<file path="src/grr_params.svh">
`ifndef GRR_PARAMS_SVH
`define GRR_PARAMS_SVH
// ==========================================================================

// ==========================================================================
// command codes
`define GRR_CMD_INV 8'hF4
`define GRR_CMD_SEL14 8'hF5
`define GRR_CMD_SEL58 8'hF6
`define GRR_CMD_GPI 8'hF7
`define GRR_CMD_RBT 8'hFD

// ==========================================================================
// reset values and writable masks
`define GRR_RST_INV 16'h009B
`define GRR_RST_SEL14 16'h5F43
`define GRR_RST_SEL58 16'h8207
`define GRR_RST_GPI 16'h0005
`define GRR_RST_RBT 8'h00
`define GRR_MSK_INV 16'h02FF
`define GRR_MSK_GPI 16'h00F7
`define GRR_MSK_RBT 8'h38

// ==========================================================================
// field positions
`define GRR_GPI_EN_BIT 7
`define GRR_GPI_RSEL_LSB 4
`define GRR_GPI_CSEL_LSB 0
`define GRR_INV_RPOL_BIT 9
`define GRR_RBT_REQ_BIT 3
`define GRR_REBOOT_INIT_OPTION_LSB 4

// ==========================================================================
// selector codes
`define GRR_SRC_OFF 4'h0
`define GRR_SRC_DATA 4'h1
`define GRR_SRC_CMP 4'h2
`define GRR_SRC_PG 4'h3
`define GRR_SRC_FLT 4'h4
`define GRR_SRC_OC 4'h5
`define GRR_SRC_OPS 4'h8
`define GRR_SRC_ALT 4'h9
`define GRR_SRC_LALT 4'hA
`define GRR_SRC_TEMP 4'hF
`define GRR_TEMP_PIN 2
`define GRR_INIT_NORESET 2'h2

// ==========================================================================
// timing
`define GRR_MIN_OFF_MS 500
`define GRR_CLK_NS 8
`define GRR_OFF_DELAY_CYC (`GRR_MIN_OFF_MS * 1000000 / `GRR_CLK_NS)
`endif

</file>
<file path="src/grr_pkg.sv">
package grr_pkg;
    typedef struct packed {
        logic temperature;
        logic latched_alert;
        logic alert;
        logic operation_status_one;
        logic overcurrent_status;
        logic fault;
        logic power_good_flag;
        logic comparator_result;
    } grr_src_t;

    typedef enum logic [2:0] {
        st_idle = 3'b001,
        st_off = 3'b010,
        st_on = 3'b100
    } grr_state_t;

    typedef struct packed {
        logic fet_off;
        logic chip_reset;
        logic busy;
    } grr_seq_t;
endpackage : grr_pkg

</file>
<file path="src/grr_reboot_seq.sv">
`include "grr_params.svh"

module grr_reboot_seq import grr_pkg::*; #(
    parameter int unsigned OFF_DELAY_CYC = `GRR_OFF_DELAY_CYC
) (
    input wire logic mclk_in,
    input wire logic rst_n_in,
    input wire logic start_in,
    input wire logic [1:0] init_opt_in,
    output grr_seq_t seq_out
);
    grr_state_t state_ff;
    logic [31:0] cnt_ff;
    logic no_reset_ff;
    logic chip_reset_ff;

    // ======================================================================
    // sequence
    always_ff @(posedge mclk_in) begin
        if (!rst_n_in) begin
            state_ff <= st_idle;
            cnt_ff <= 32'h0;
            no_reset_ff <= 1'b0;
        end else begin
            case (state_ff)
                st_idle: begin
                    if (start_in) begin
                        state_ff <= st_off;
                        cnt_ff <= 32'(OFF_DELAY_CYC - 1);
                        // option latched so a later write cannot change it
                        no_reset_ff <= (init_opt_in == `GRR_INIT_NORESET);
                    end
                end
                st_off: begin
                    if (cnt_ff == 32'h0) begin
                        state_ff <= st_on;
                    end else begin
                        cnt_ff <= cnt_ff - 32'h1;
                    end
                end
                st_on: state_ff <= st_idle;
                default: state_ff <= st_idle;
            endcase
        end
    end

    always_ff @(posedge mclk_in) begin
        if (!rst_n_in) begin
            chip_reset_ff <= 1'b0;
        end else begin
            chip_reset_ff <= (state_ff == st_off) && (cnt_ff == 32'h0)
                && !no_reset_ff;
        end
    end

    assign seq_out.fet_off = (state_ff == st_off);
    assign seq_out.chip_reset = chip_reset_ff;
    assign seq_out.busy = (state_ff != st_idle);
endmodule : grr_reboot_seq

</file>
<file path="src/grr_route_reboot.sv">
`include "grr_params.svh"

module grr_route_reboot import grr_pkg::*; #(
    parameter int unsigned OFF_DELAY_CYC = `GRR_OFF_DELAY_CYC
) (
    input wire logic mclk_in,
    input wire logic rst_n_in,
    input wire logic reg_wr_in,
    input wire logic reg_rd_in,
    input wire logic [7:0] reg_cmd_in,
    input wire logic [15:0] reg_wdata_in,
    output logic [15:0] reg_rdata_out,
    output logic reg_ack_out,
    input wire logic [7:0] general_output_data_in,
    input wire grr_src_t status_src_in,
    input wire logic [7:0] gpio_pin_in,
    output logic [7:0] gpio_pin_out,
    output logic [7:0] gpio_pin_oe_out,
    output logic comparator_in_out,
    output logic fet_off_out,
    output logic chip_reset_out,
    output logic reboot_busy_out
);
    logic [15:0] inv_ff;
    logic [15:0] sel14_ff;
    logic [15:0] sel58_ff;
    logic [15:0] gpi_ff;
    logic [7:0] rbt_ff;
    logic [15:0] rdata_ff;
    logic ack_ff;
    logic [7:0] gpio_s1_ff;
    logic [7:0] gpio_s2_ff;
    logic [7:0] gpio_s3_ff;
    logic cmp_ff;
    logic [7:0] pin_val_ff;
    logic [7:0] pin_oe_ff;
    logic [31:0] sel_all;
    logic [1:0] nxt_route [8];
    logic wr_rbt;
    logic sw_start;
    logic pin_edge;
    logic trig_start;
    logic [2:0] rsel;
    logic [2:0] csel;
    grr_seq_t seq;

    // ======================================================================
    // register port
    assign wr_rbt = reg_wr_in && (reg_cmd_in == `GRR_CMD_RBT);

    // reserved bits never stored, so they read back as zero
    always_ff @(posedge mclk_in) begin
        if (!rst_n_in) begin
            inv_ff <= `GRR_RST_INV;
            sel14_ff <= `GRR_RST_SEL14;
            sel58_ff <= `GRR_RST_SEL58;
            gpi_ff <= `GRR_RST_GPI;
        end else if (reg_wr_in) begin
            case (reg_cmd_in)
                `GRR_CMD_INV: inv_ff <= reg_wdata_in & `GRR_MSK_INV;
                `GRR_CMD_SEL14: sel14_ff <= reg_wdata_in;
                `GRR_CMD_SEL58: sel58_ff <= reg_wdata_in;
                // host-written reserved bits dropped
                `GRR_CMD_GPI: gpi_ff <= reg_wdata_in & `GRR_MSK_GPI;
                default: ;
            endcase
        end
    end

    // request bit stays set after the reboot; only software clears it
    always_ff @(posedge mclk_in) begin
        if (!rst_n_in) begin
            rbt_ff <= `GRR_RST_RBT;
        end else if (wr_rbt) begin
            rbt_ff <= reg_wdata_in[7:0] & `GRR_MSK_RBT;
        end
    end

    always_ff @(posedge mclk_in) begin
        if (!rst_n_in) begin
            rdata_ff <= 16'h0000;
            ack_ff <= 1'b0;
        end else begin
            ack_ff <= 1'b0;
            if (reg_rd_in) begin
                ack_ff <= 1'b1;
                case (reg_cmd_in)
                    `GRR_CMD_INV: rdata_ff <= inv_ff;
                    `GRR_CMD_SEL14: rdata_ff <= sel14_ff;
                    `GRR_CMD_SEL58: rdata_ff <= sel58_ff;
                    `GRR_CMD_GPI: rdata_ff <= gpi_ff;
                    `GRR_CMD_RBT: rdata_ff <= {8'h00, rbt_ff};
                    default: begin
                        rdata_ff <= 16'h0000;
                        ack_ff <= 1'b0;
                    end
                endcase
            end else if (reg_wr_in) begin
                ack_ff <= (reg_cmd_in == `GRR_CMD_INV)
                    || (reg_cmd_in == `GRR_CMD_SEL14)
                    || (reg_cmd_in == `GRR_CMD_SEL58)
                    || (reg_cmd_in == `GRR_CMD_GPI) || wr_rbt;
            end
        end
    end

    assign reg_rdata_out = rdata_ff;
    assign reg_ack_out = ack_ff;

    // ======================================================================
    // output routing
    function automatic logic [1:0] grr_route(input logic [3:0] sel,
            input int idx, input logic data, input grr_src_t src);
        logic [1:0] r;
        r = 2'b00;
        case (sel)
            `GRR_SRC_DATA: r = {1'b1, data};
            `GRR_SRC_CMP: r = {1'b1, src.comparator_result};
            `GRR_SRC_PG: r = {1'b1, src.power_good_flag};
            `GRR_SRC_FLT: r = {1'b1, src.fault};
            `GRR_SRC_OC: r = {1'b1, src.overcurrent_status};
            `GRR_SRC_OPS: r = {1'b1, src.operation_status_one};
            `GRR_SRC_ALT: r = {1'b1, src.alert};
            `GRR_SRC_LALT: r = {1'b1, src.latched_alert};
            `GRR_SRC_TEMP: begin
                if (idx == `GRR_TEMP_PIN) begin
                    r = {1'b1, src.temperature};
                end
            end
            default: r = 2'b00;
        endcase
        return r;
    endfunction : grr_route

    assign sel_all = {sel58_ff, sel14_ff};

    for (genvar i = 0; i < 8; i++) begin : g_pin
        assign nxt_route[i] = grr_route(sel_all[i*4 +: 4], i,
            general_output_data_in[i], status_src_in);
        always_ff @(posedge mclk_in) begin
            if (!rst_n_in) begin
                pin_val_ff[i] <= 1'b0;
                pin_oe_ff[i] <= 1'b0;
            end else begin
                pin_val_ff[i] <= nxt_route[i][0] ^ inv_ff[i];
                pin_oe_ff[i] <= nxt_route[i][1];
            end
        end
    end

    assign gpio_pin_out = pin_val_ff;
    assign gpio_pin_oe_out = pin_oe_ff;

    // ======================================================================
    // input routing
    always_ff @(posedge mclk_in) begin
        if (!rst_n_in) begin
            gpio_s1_ff <= 8'h00;
            gpio_s2_ff <= 8'h00;
            gpio_s3_ff <= 8'h00;
        end else begin
            gpio_s1_ff <= gpio_pin_in;
            gpio_s2_ff <= gpio_s1_ff;
            gpio_s3_ff <= gpio_s2_ff;
        end
    end

    assign csel = gpi_ff[`GRR_GPI_CSEL_LSB +: 3];
    assign rsel = gpi_ff[`GRR_GPI_RSEL_LSB +: 3];

    always_ff @(posedge mclk_in) begin
        if (!rst_n_in) begin
            cmp_ff <= 1'b0;
        end else begin
            cmp_ff <= gpio_s2_ff[csel];
        end
    end

    assign comparator_in_out = cmp_ff;

    // ======================================================================
    // reboot triggers
    // edge taken on the synchronised level, so a pin glitch shorter than
    // a clock may be missed; the trigger is a slow board signal anyway
    assign pin_edge = gpi_ff[`GRR_GPI_EN_BIT]
        && (inv_ff[`GRR_INV_RPOL_BIT]
            ? (gpio_s3_ff[rsel] && !gpio_s2_ff[rsel])
            : (!gpio_s3_ff[rsel] && gpio_s2_ff[rsel]));
    assign sw_start = wr_rbt && reg_wdata_in[`GRR_RBT_REQ_BIT];
    assign trig_start = sw_start || pin_edge;

    grr_reboot_seq #(
        .OFF_DELAY_CYC(OFF_DELAY_CYC)
    ) u_seq (
        .mclk_in(mclk_in),
        .rst_n_in(rst_n_in),
        .start_in(trig_start),
        .init_opt_in(sw_start ? reg_wdata_in[`GRR_REBOOT_INIT_OPTION_LSB +: 2]
            : rbt_ff[`GRR_REBOOT_INIT_OPTION_LSB +: 2]),
        .seq_out(seq)
    );

    assign fet_off_out = seq.fet_off;
    assign chip_reset_out = seq.chip_reset;
    assign reboot_busy_out = seq.busy;
endmodule : grr_route_reboot

</file>
<file path="config.mk">
export PLATFORM = sky130hd
export DESIGN_NAME = grr_route_reboot
export DESIGN_NICKNAME = d
export VERILOG_FILES = /design/src/grr_pkg.sv /design/src/grr_reboot_seq.sv /design/src/grr_route_reboot.sv
export VERILOG_INCLUDE_DIRS = /design/src
export SDC_FILE = /design/constraint.sdc
export NUM_CORES = 1
export LEC_CHECK = 0
export BUFFER_PORTS_ARGS = -buffer_cell sky130_fd_sc_hd__buf_2
export CAP_MARGIN = 20
export CORE_MARGIN = 3
export CORE_UTILIZATION = 55
export DETAILED_ROUTE_END_ITERATION = 16
export PLACE_DENSITY_LB_ADDON = 0.2
export SLEW_MARGIN = 30
export SYNTH_ARGS = -nofsm -noshare
export SYNTH_HDL_FRONTEND = slang
export SYNTH_SLANG_ARGS = --single-unit
</file>
<file path="constraint.sdc">
create_clock -name mclk_in -period 3.6 [get_ports mclk_in]
set_clock_uncertainty 0.15 [all_clocks]
set_input_delay 0.72 -clock mclk_in [delete_from_list [all_inputs] [get_ports mclk_in]]
set_output_delay 0.72 -clock mclk_in [all_outputs]
set_load 0.02 [all_outputs]
</file>
==> impl_metrics.ini, run 1 <==
[power]
total_power_w = 0.00481
clockPowerShare_pct = 38.9
power.share.combinational_pct = 24.9
power_switching_w = 0.00155
swShare_pct = 32.1
seqPwrFrac_pct = 36.2
intPower_w = 0.00327
p_per_area_mw_per_mm2 = 592
vdd_ir_drop_max_uv = 355
leakage_nw = 3.33

[final_layout]
multi_input_area_mm2 = 0.00376
drive_gt1_share_pct = 19.9
design_area_mm2 = 0.00813
nNetsFinal = 925
fill_cells = 1035
regArea_mm2 = 0.00292
syn2layout_area_growth_pct = 16.6
diodes = 0
stdcell_count = 1052

[timing]
period_needed_ns = 3.25
finalCritPeriodShare_pct = 90.3
fmax_mhz = 308
worstMarginPinSlew_ns = 0.830
max_slew_margin_pct = 44.5
rsz0062_at_grt = no
setup_viol = 0
final.setup.tns_ns = 0
whs_ns = 0.279
finalMaxSlewViolations = 0
final-hold-violation-count = 0

[routing]
routed_wl_mm = 18.6
antenna_left = 0
routed_via_density = 6.08
highest_layer = met4
first_pass_iters = 7
vias = 6391
met2_length_mm = 8.49
drt-met1-wl_mm = 8.01
drt-initial-drc-count = 660
routedWlPerCell_um = 17.7
drc = 0
met3_length_mm = 1.64

[floorplan]
dieArea_mm2 = 0.0141
dieHeight_um = 119
rows = 40
dieWidth_um = 119
core-area_mm2 = 0.0122
start_util_pct = 57.1
io_pins = 89

[worst_setup_path]
r2r-end = u_seq.cnt_ff[21]$_SDFFE_PN0P_
critPathLaunchType = flip-flop
crit_start = gpi_ff[4]$_SDFFE_PN0P_
worstPathMaxFanout = 17
rrSetupSlack_ns = 0.35
reg2reg_depth = 6
endpoint = u_seq.cnt_ff[21]$_SDFFE_PN0P_
rr_startpoint = gpi_ff[4]$_SDFFE_PN0P_
crit_arrival_ns = 3.43
end_kind = flip-flop
required_ns = 3.78
critPathKind = flip-flop to flip-flop

[synthesis]
yosys_warnings = 0
ys_types = 60
synth_nets = 863
ys_ff_latch = 146
synthArstFlopShare_pct = 0
syn_inst = 810
synth_ff_type = dfxtp_1
ys_seq_area_share_pct = 41.9
avgSynthCellArea_um2 = 8.61
syn_area_mm2 = 0.00697
synth_edf_count = 0

[grt]
grt_first_pass_wirelength_mm = 30.3
grt_pass1_vias = 6047
gr-usage-all-layers_pct = 26.6
antenna_found_initial = 0
grt.overflow.total = 0
grt_max_degree = 70

[clock_tree]
clock_sinks = 146
h-tree-depth = 4
clock_latency_ns = 0.42
tritoncts = done
postCtsSetupBuffers = 0
cts-resized-gates = 0
cts_made_buffers = 17
clk_pin_slew_ns = 0.06
cts_buffer_depth = 2
hold_buffers = 0
ctsRootBufferMaster = clkbuf_16

[run]
maxCapViolCount = 0

[worst_hold_path]
worstHoldPathType = flip-flop to flip-flop
min_from = u_seq.no_reset_ff$_SDFFE_PN0P_

[place]
place_area_mm2 = 0.00750
dp_hpwl_mm = 12.7
dpl.cell_count = 1021
gp_congestion = 0.896
port_buffers = 88

[run_status]
status = complete, no violations
-- cell type report --
cell class	count	area share, %
clock buffers	18	5.40
clock inverters	13	2.26
inverters	15	0.693
multi-input cells	589	46.3
flip-flops and latches	146	36.0
well taps	168	2.59
repair buffers	103	6.81
-- worst min path at each step --
stage,end,cells past startpoint
2_1_floorplan,u_seq.chip_reset_ff$_SDFF_PN0_,1
3_3_place_gp,gpio_s2_ff[6]$_SDFF_PN0_,1
3_5_place_dp,u_seq.chip_reset_ff$_SDFF_PN0_,1
4_1_cts,u_seq.chip_reset_ff$_SDFF_PN0_,1
5_1_grt,gpio_s2_ff[7]$_SDFF_PN0_,1
6_report,u_seq.chip_reset_ff$_SDFF_PN0_,1
-- worst max-delay path, cell delays in order, from the launching register on --
cell	delay, ns
dfxtp_1	0.50
mux4_2	0.54
mux2_2	0.29
or4b_4	0.55
a32oi_4	0.61
nand3_2	0.20
o32ai_2	0.30
-- kinds of logic (layout without fill, tap and decap cells) --
logic type / Yosys count / in the layout / share of synthesized area (%)
adders and majority gates: 1 / 1 / 0.179
muxes: 67 / 67 / 13.4
AOI/OAI and AO/OA: 153 / 153 / 14.0
and+or+nand+nor: 360 / 360 / 25.3
buffers and inverters: 75 / 149 / 4.11
DFF: 146 / 146 / 41.9
xor gates and xnor gates: 8 / 8 / 1.01
-- power groups by stage --
stage          combinational [W]  sequential, W  clock [W]
2_1_floorplan           0.000815        0.00177          0
3_3_place_gp             0.00114        0.00177          0
3_5_place_dp             0.00117        0.00177          0
4_1_cts                  0.00118        0.00174    0.00189
5_1_grt                  0.00131        0.00175    0.00196
6_report                 0.00120        0.00174    0.00187
-- placed cells by master, fill, tap and decap left out, drive strengths merged, types with 5 or more instances in the layout --
| master | Yosys | layout |
|---|---|---|
| or3 | 8 | 8 |
| or4 | 6 | 6 |
| nor3 | 24 | 24 |
| inv | 15 | 16 |
| a211oi | 5 | 5 |
| nand3 | 39 | 39 |
| nor2b | 9 | 9 |
| clkbuf | 54 | 18 |
| a22o | 7 | 7 |
| xor2 | 7 | 7 |
| a2111oi | 7 | 7 |
| a21oi | 64 | 64 |
| dfxtp | 146 | 146 |
| nor2 | 65 | 65 |
| clkinv | 0 | 5 |
| and2 | 29 | 29 |
| o21ai | 26 | 26 |
| buf | 6 | 103 |
| nand2b | 13 | 13 |
| mux4 | 21 | 21 |
| mux2i | 44 | 44 |
| a31oi | 12 | 12 |
| nand2 | 126 | 126 |
| nor4 | 17 | 17 |
-- per-stage QoR --
step                      worst slack [ns]  util [%]
after floorplan                      0.885         -
after global placement               0.424      61.4
after detailed placement             0.320      61.4
after CTS                            0.350      66.5
after global routing                 0.192      66.5
final                                0.350      66.5
-- layer usage --
layer / global-route usage [%] / vias to the layer above
li1: - / 3013
met1: 36.9 / 3029
met2: 40.2 / 301
met3: 6.17 / 48
met4: 10.3 / 0
met5: 0 / -
-- Yosys cell counts (4+ instances only) --
cell type | number | area (µm²)
nor2b_1 | 9 | 56.3
and2_1 | 29 | 181
nor3_1 | 24 | 120
a311oi_1 | 4 | 35.0
buf_1 | 4 | 15.0
a2111oi_0 | 7 | 61.3
xor2_1 | 7 | 61.3
mux2i_1 | 44 | 440
o21ai_0 | 26 | 130
or3_1 | 8 | 50.1
nand3_1 | 38 | 190
inv_1 | 15 | 56.3
a211oi_1 | 5 | 37.5
a22o_1 | 7 | 61.3
or4_1 | 6 | 45.0
nand2b_1 | 13 | 81.3
dfxtp_1 | 146 | 2920
a21oi_1 | 64 | 320
nor2_1 | 65 | 244
nor4_1 | 14 | 87.6
a31oi_1 | 12 | 75.1
o22ai_1 | 4 | 25.0
and3_1 | 4 | 25.0
or2_2 | 4 | 25.0
mux4_2 | 21 | 473
nand4_1 | 4 | 25.0
nand2_1 | 126 | 473
clkbuf_1 | 54 | 203
-- sequential cells by signal, summed over array words and instances (netlist names) --
signal,count
comparator_in_out,1
gpi_ff,7
gpio_pin_oe_out,8
gpio_pin_out,8
gpio_s1_ff,8
gpio_s2_ff,8
gpio_s3_ff,8
inv_ff,9
rbt_ff,3
reg_ack_out,1
reg_rdata_out,16
sel14_ff,16
sel58_ff,16
u_seq.chip_reset_ff,1
u_seq.cnt_ff,32
u_seq.no_reset_ff,1
u_seq.state_ff,3
No activity file was read; power rests on OpenSTA's default activity.
==> inputs of run 2 (changes only) <==
ABC_AREA = 1   (was unset)
MAX_ROUTING_LAYER = met4   (was unset)
==> impl_metrics.ini, run 2 <==
[floorplan]
start_util_pct = 57.6
io_pins = 89
rows = 41
core-area_mm2 = 0.0129
dieWidth_um = 122
dieArea_mm2 = 0.0150
dieHeight_um = 122

[power]
total_power_w = 0.00414
p_per_area_mw_per_mm2 = 484
leakage_nw = 4.11
vdd_ir_drop_max_uv = 340

[timing]
period_needed_ns = 2.41
final.setup.tns_ns = 0
final-hold-violation-count = 0
finalMaxSlewViolations = 0
finalCritPeriodShare_pct = 66.9
max_slew_margin_pct = 53.7
worstMarginPinSlew_ns = 0.695
setup_viol = 0
rsz0062_at_grt = no
fmax_mhz = 415

[synthesis]
synthArstFlopShare_pct = 0
avgSynthCellArea_um2 = 6.62
synth.cells.most_frequent = 218 x nand2_1, 157 x nor2_1, 146 x dfxtp_1, 133 x inv_1, 93 x nand3_1
netlist.top_cell.by_area = dfxtp_1
synth_ff_type = dfxtp_1
syn_inst = 1124
yosys-top-cells-area = dfxtp_1 39%, nand2_1 11%, nor2_1 7.9%
ys_ff_latch = 146
netlist.area_leader.share_pct = 39.3
ys_types = 43
synth_nets = 1177
ys_seq_area_share_pct = 39.3
yosys_warnings = 0
synth_most_common_cell = nand2_1
synth_edf_count = 0
syn_area_mm2 = 0.00745

[final_layout]
layout_commonest_cell = nand2_1
diodes = 0
nNetsFinal = 1250
drive_gt1_share_pct = 14.6
regArea_mm2 = 0.00292
multi_input_area_mm2 = 0.00376
largest_reg_flops = 32
layout_common_cells = 218 x nand2_1, 157 x nor2_1, 146 x dfxtp_1
syn2layout_area_growth_pct = 14.7
top_register = u_seq.cnt_ff
fill_cells = 1229

[routing]
first_pass_iters = 6
routed_wl_mm = 20.7
drc = 0
routedWlPerCell_um = 15.0
routed_via_density = 5.52
drt-initial-drc-count = 791
vias = 7630
antenna_left = 0

[grt]
grt_max_degree = 72
grt_first_pass_wirelength_mm = 33.8
gr-usage-all-layers_pct = 29.4
grt_pass1_vias = 6937
grt.overflow.total = 0
antenna_found_initial = 0

[clock_tree]
ctsRootBufferMaster = clkbuf_16
clk_pin_slew_ns = 0.06
cts_made_buffers = 17
cts-resized-gates = 0
clock_latency_ns = 0.42
h-tree-depth = 4
tritoncts = done
postCtsSetupBuffers = 0
hold_buffers = 0
clock_sinks = 146
cts_buffer_depth = 2

[worst_setup_path]
end_kind = flip-flop
critPathKind = flip-flop to flip-flop
critPathLaunchType = flip-flop
worstPathMaxFanout = 23
rr_startpoint = u_seq.state_ff[0]$_SDFFE_PN1P_
reg2reg_depth = 8
rrSetupSlack_ns = 1.19
r2r-end = u_seq.cnt_ff[30]$_SDFFE_PN0P_
crit_arrival_ns = 2.56
required_ns = 3.76

[place]
gp_congestion = 0.987
port_buffers = 88
dp_hpwl_mm = 14.5

[worst_hold_path]
worstHoldPathType = flip-flop to flip-flop
hold_path_end = gpio_s2_ff[2]$_SDFF_PN0_
min_from = gpio_s1_ff[2]$_SDFF_PN0_
min_delay_path_depth = 2

[run]
maxCapViolCount = 0

[run_status]
status = complete, no violations
==> run 2: cell types whose count changed after synthesis, moves of 24 or more <==
cell	before	now
nand2_1	126	218
nand3_1	38	93
and2_1	29	0
inv_1	15	133
nor2_1	65	157
mux2i_1	44	0
clkbuf_1	54	30
o21ai_0	26	77
a21oi_1	64	91
==> run 2: final cells by class <==
class | count | share of cell area [%]
clock buffer | 23 | 5.83
clock inverter | 8 | 0.893
inverter | 153 | 6.75
multi-input combinational | 784 | 44.0
sequential | 146 | 34.2
tap | 172 | 2.52
timing repair buffer | 95 | 5.80
==> run 2: worst max path at each step <==
stage,cells after the start,start,to,slack (ns)
after floorplan,10,reg_cmd_in[6],u_seq.cnt_ff[21]$_SDFFE_PN0P_,1.46
after global placement,10,reg_cmd_in[6],u_seq.cnt_ff[7]$_SDFFE_PN0P_,1.09
after detailed placement,9,reg_cmd_in[3],sel58_ff[14]$_SDFFE_PN0P_,1.00
after CTS,9,u_seq.state_ff[1]$_SDFFE_PN0P_,u_seq.cnt_ff[30]$_SDFFE_PN0P_,1.20
after global routing,9,u_seq.state_ff[1]$_SDFFE_PN0P_,u_seq.cnt_ff[26]$_SDFFE_PN0P_,1.02
final,8,u_seq.state_ff[0]$_SDFFE_PN1P_,u_seq.cnt_ff[30]$_SDFFE_PN0P_,1.19
==> run 2: cells by family (layout without fill, tap and decap cells) <==
family / after synthesis / in the layout / synth area share, %
compound gates: 235 / 235 / 17.6
xor+xnor: 8 / 8 / 0.941
fa+ha+maj: 1 / 1 / 0.168
buf+inv: 194 / 279 / 10.3
flops: 146 / 146 / 39.3
simple gates: 540 / 540 / 31.8
==> run 2: worst max-delay path: stages (launching register included) <==
cell and delay, ns:
dfxtp_1 0.33, nor3_4 0.17, buf_4 0.26, inv_2 0.24, nand2_1 0.16, a21boi_4 0.53
nand2_4 0.23, nor2_1 0.15, nor2_1 0.06
==> run 2: routing by layer <==
metal	track usage (%)	vias up	wire length, µm	share of wire [%]
met5	-	-	0	0
met4	9.66	0	343	1.7
met3	6.73	26	1730	8.3
met2	46.4	343	9650	46
met1	37.5	3433	9030	44
li1	-	3828	-	-
==> run 2: power breakdown <==
group | switching, W | leakage [nW] | internal (W)
registers | 0.0000251 | 1.19 | 0.00165
logic | 0.000510 | 2.64 | 0.000235
clock network | 0.000673 | 0.277 | 0.00104
total | 0.00121 | 4.11 | 0.00293
==> run 2: metrics by stage <==
step / utilization, % / hold WS (ns) / setup WS, ns / instances / cell area [µm²]
3_5_place_dp: 61.6 / 0.249 / 1.00 / 1350 / 7970
3_3_place_gp: 61.6 / 0.249 / 1.09 / 1350 / 7970
5_1_grt: 66.1 / 0.280 / 1.02 / 1381 / 8540
6_report: 66.1 / 0.254 / 1.19 / 1381 / 8540
4_1_cts: 66.1 / 0.260 / 1.20 / 1381 / 8540
2_1_floorplan: - / 0.240 / 1.46 / 1124 / 7450
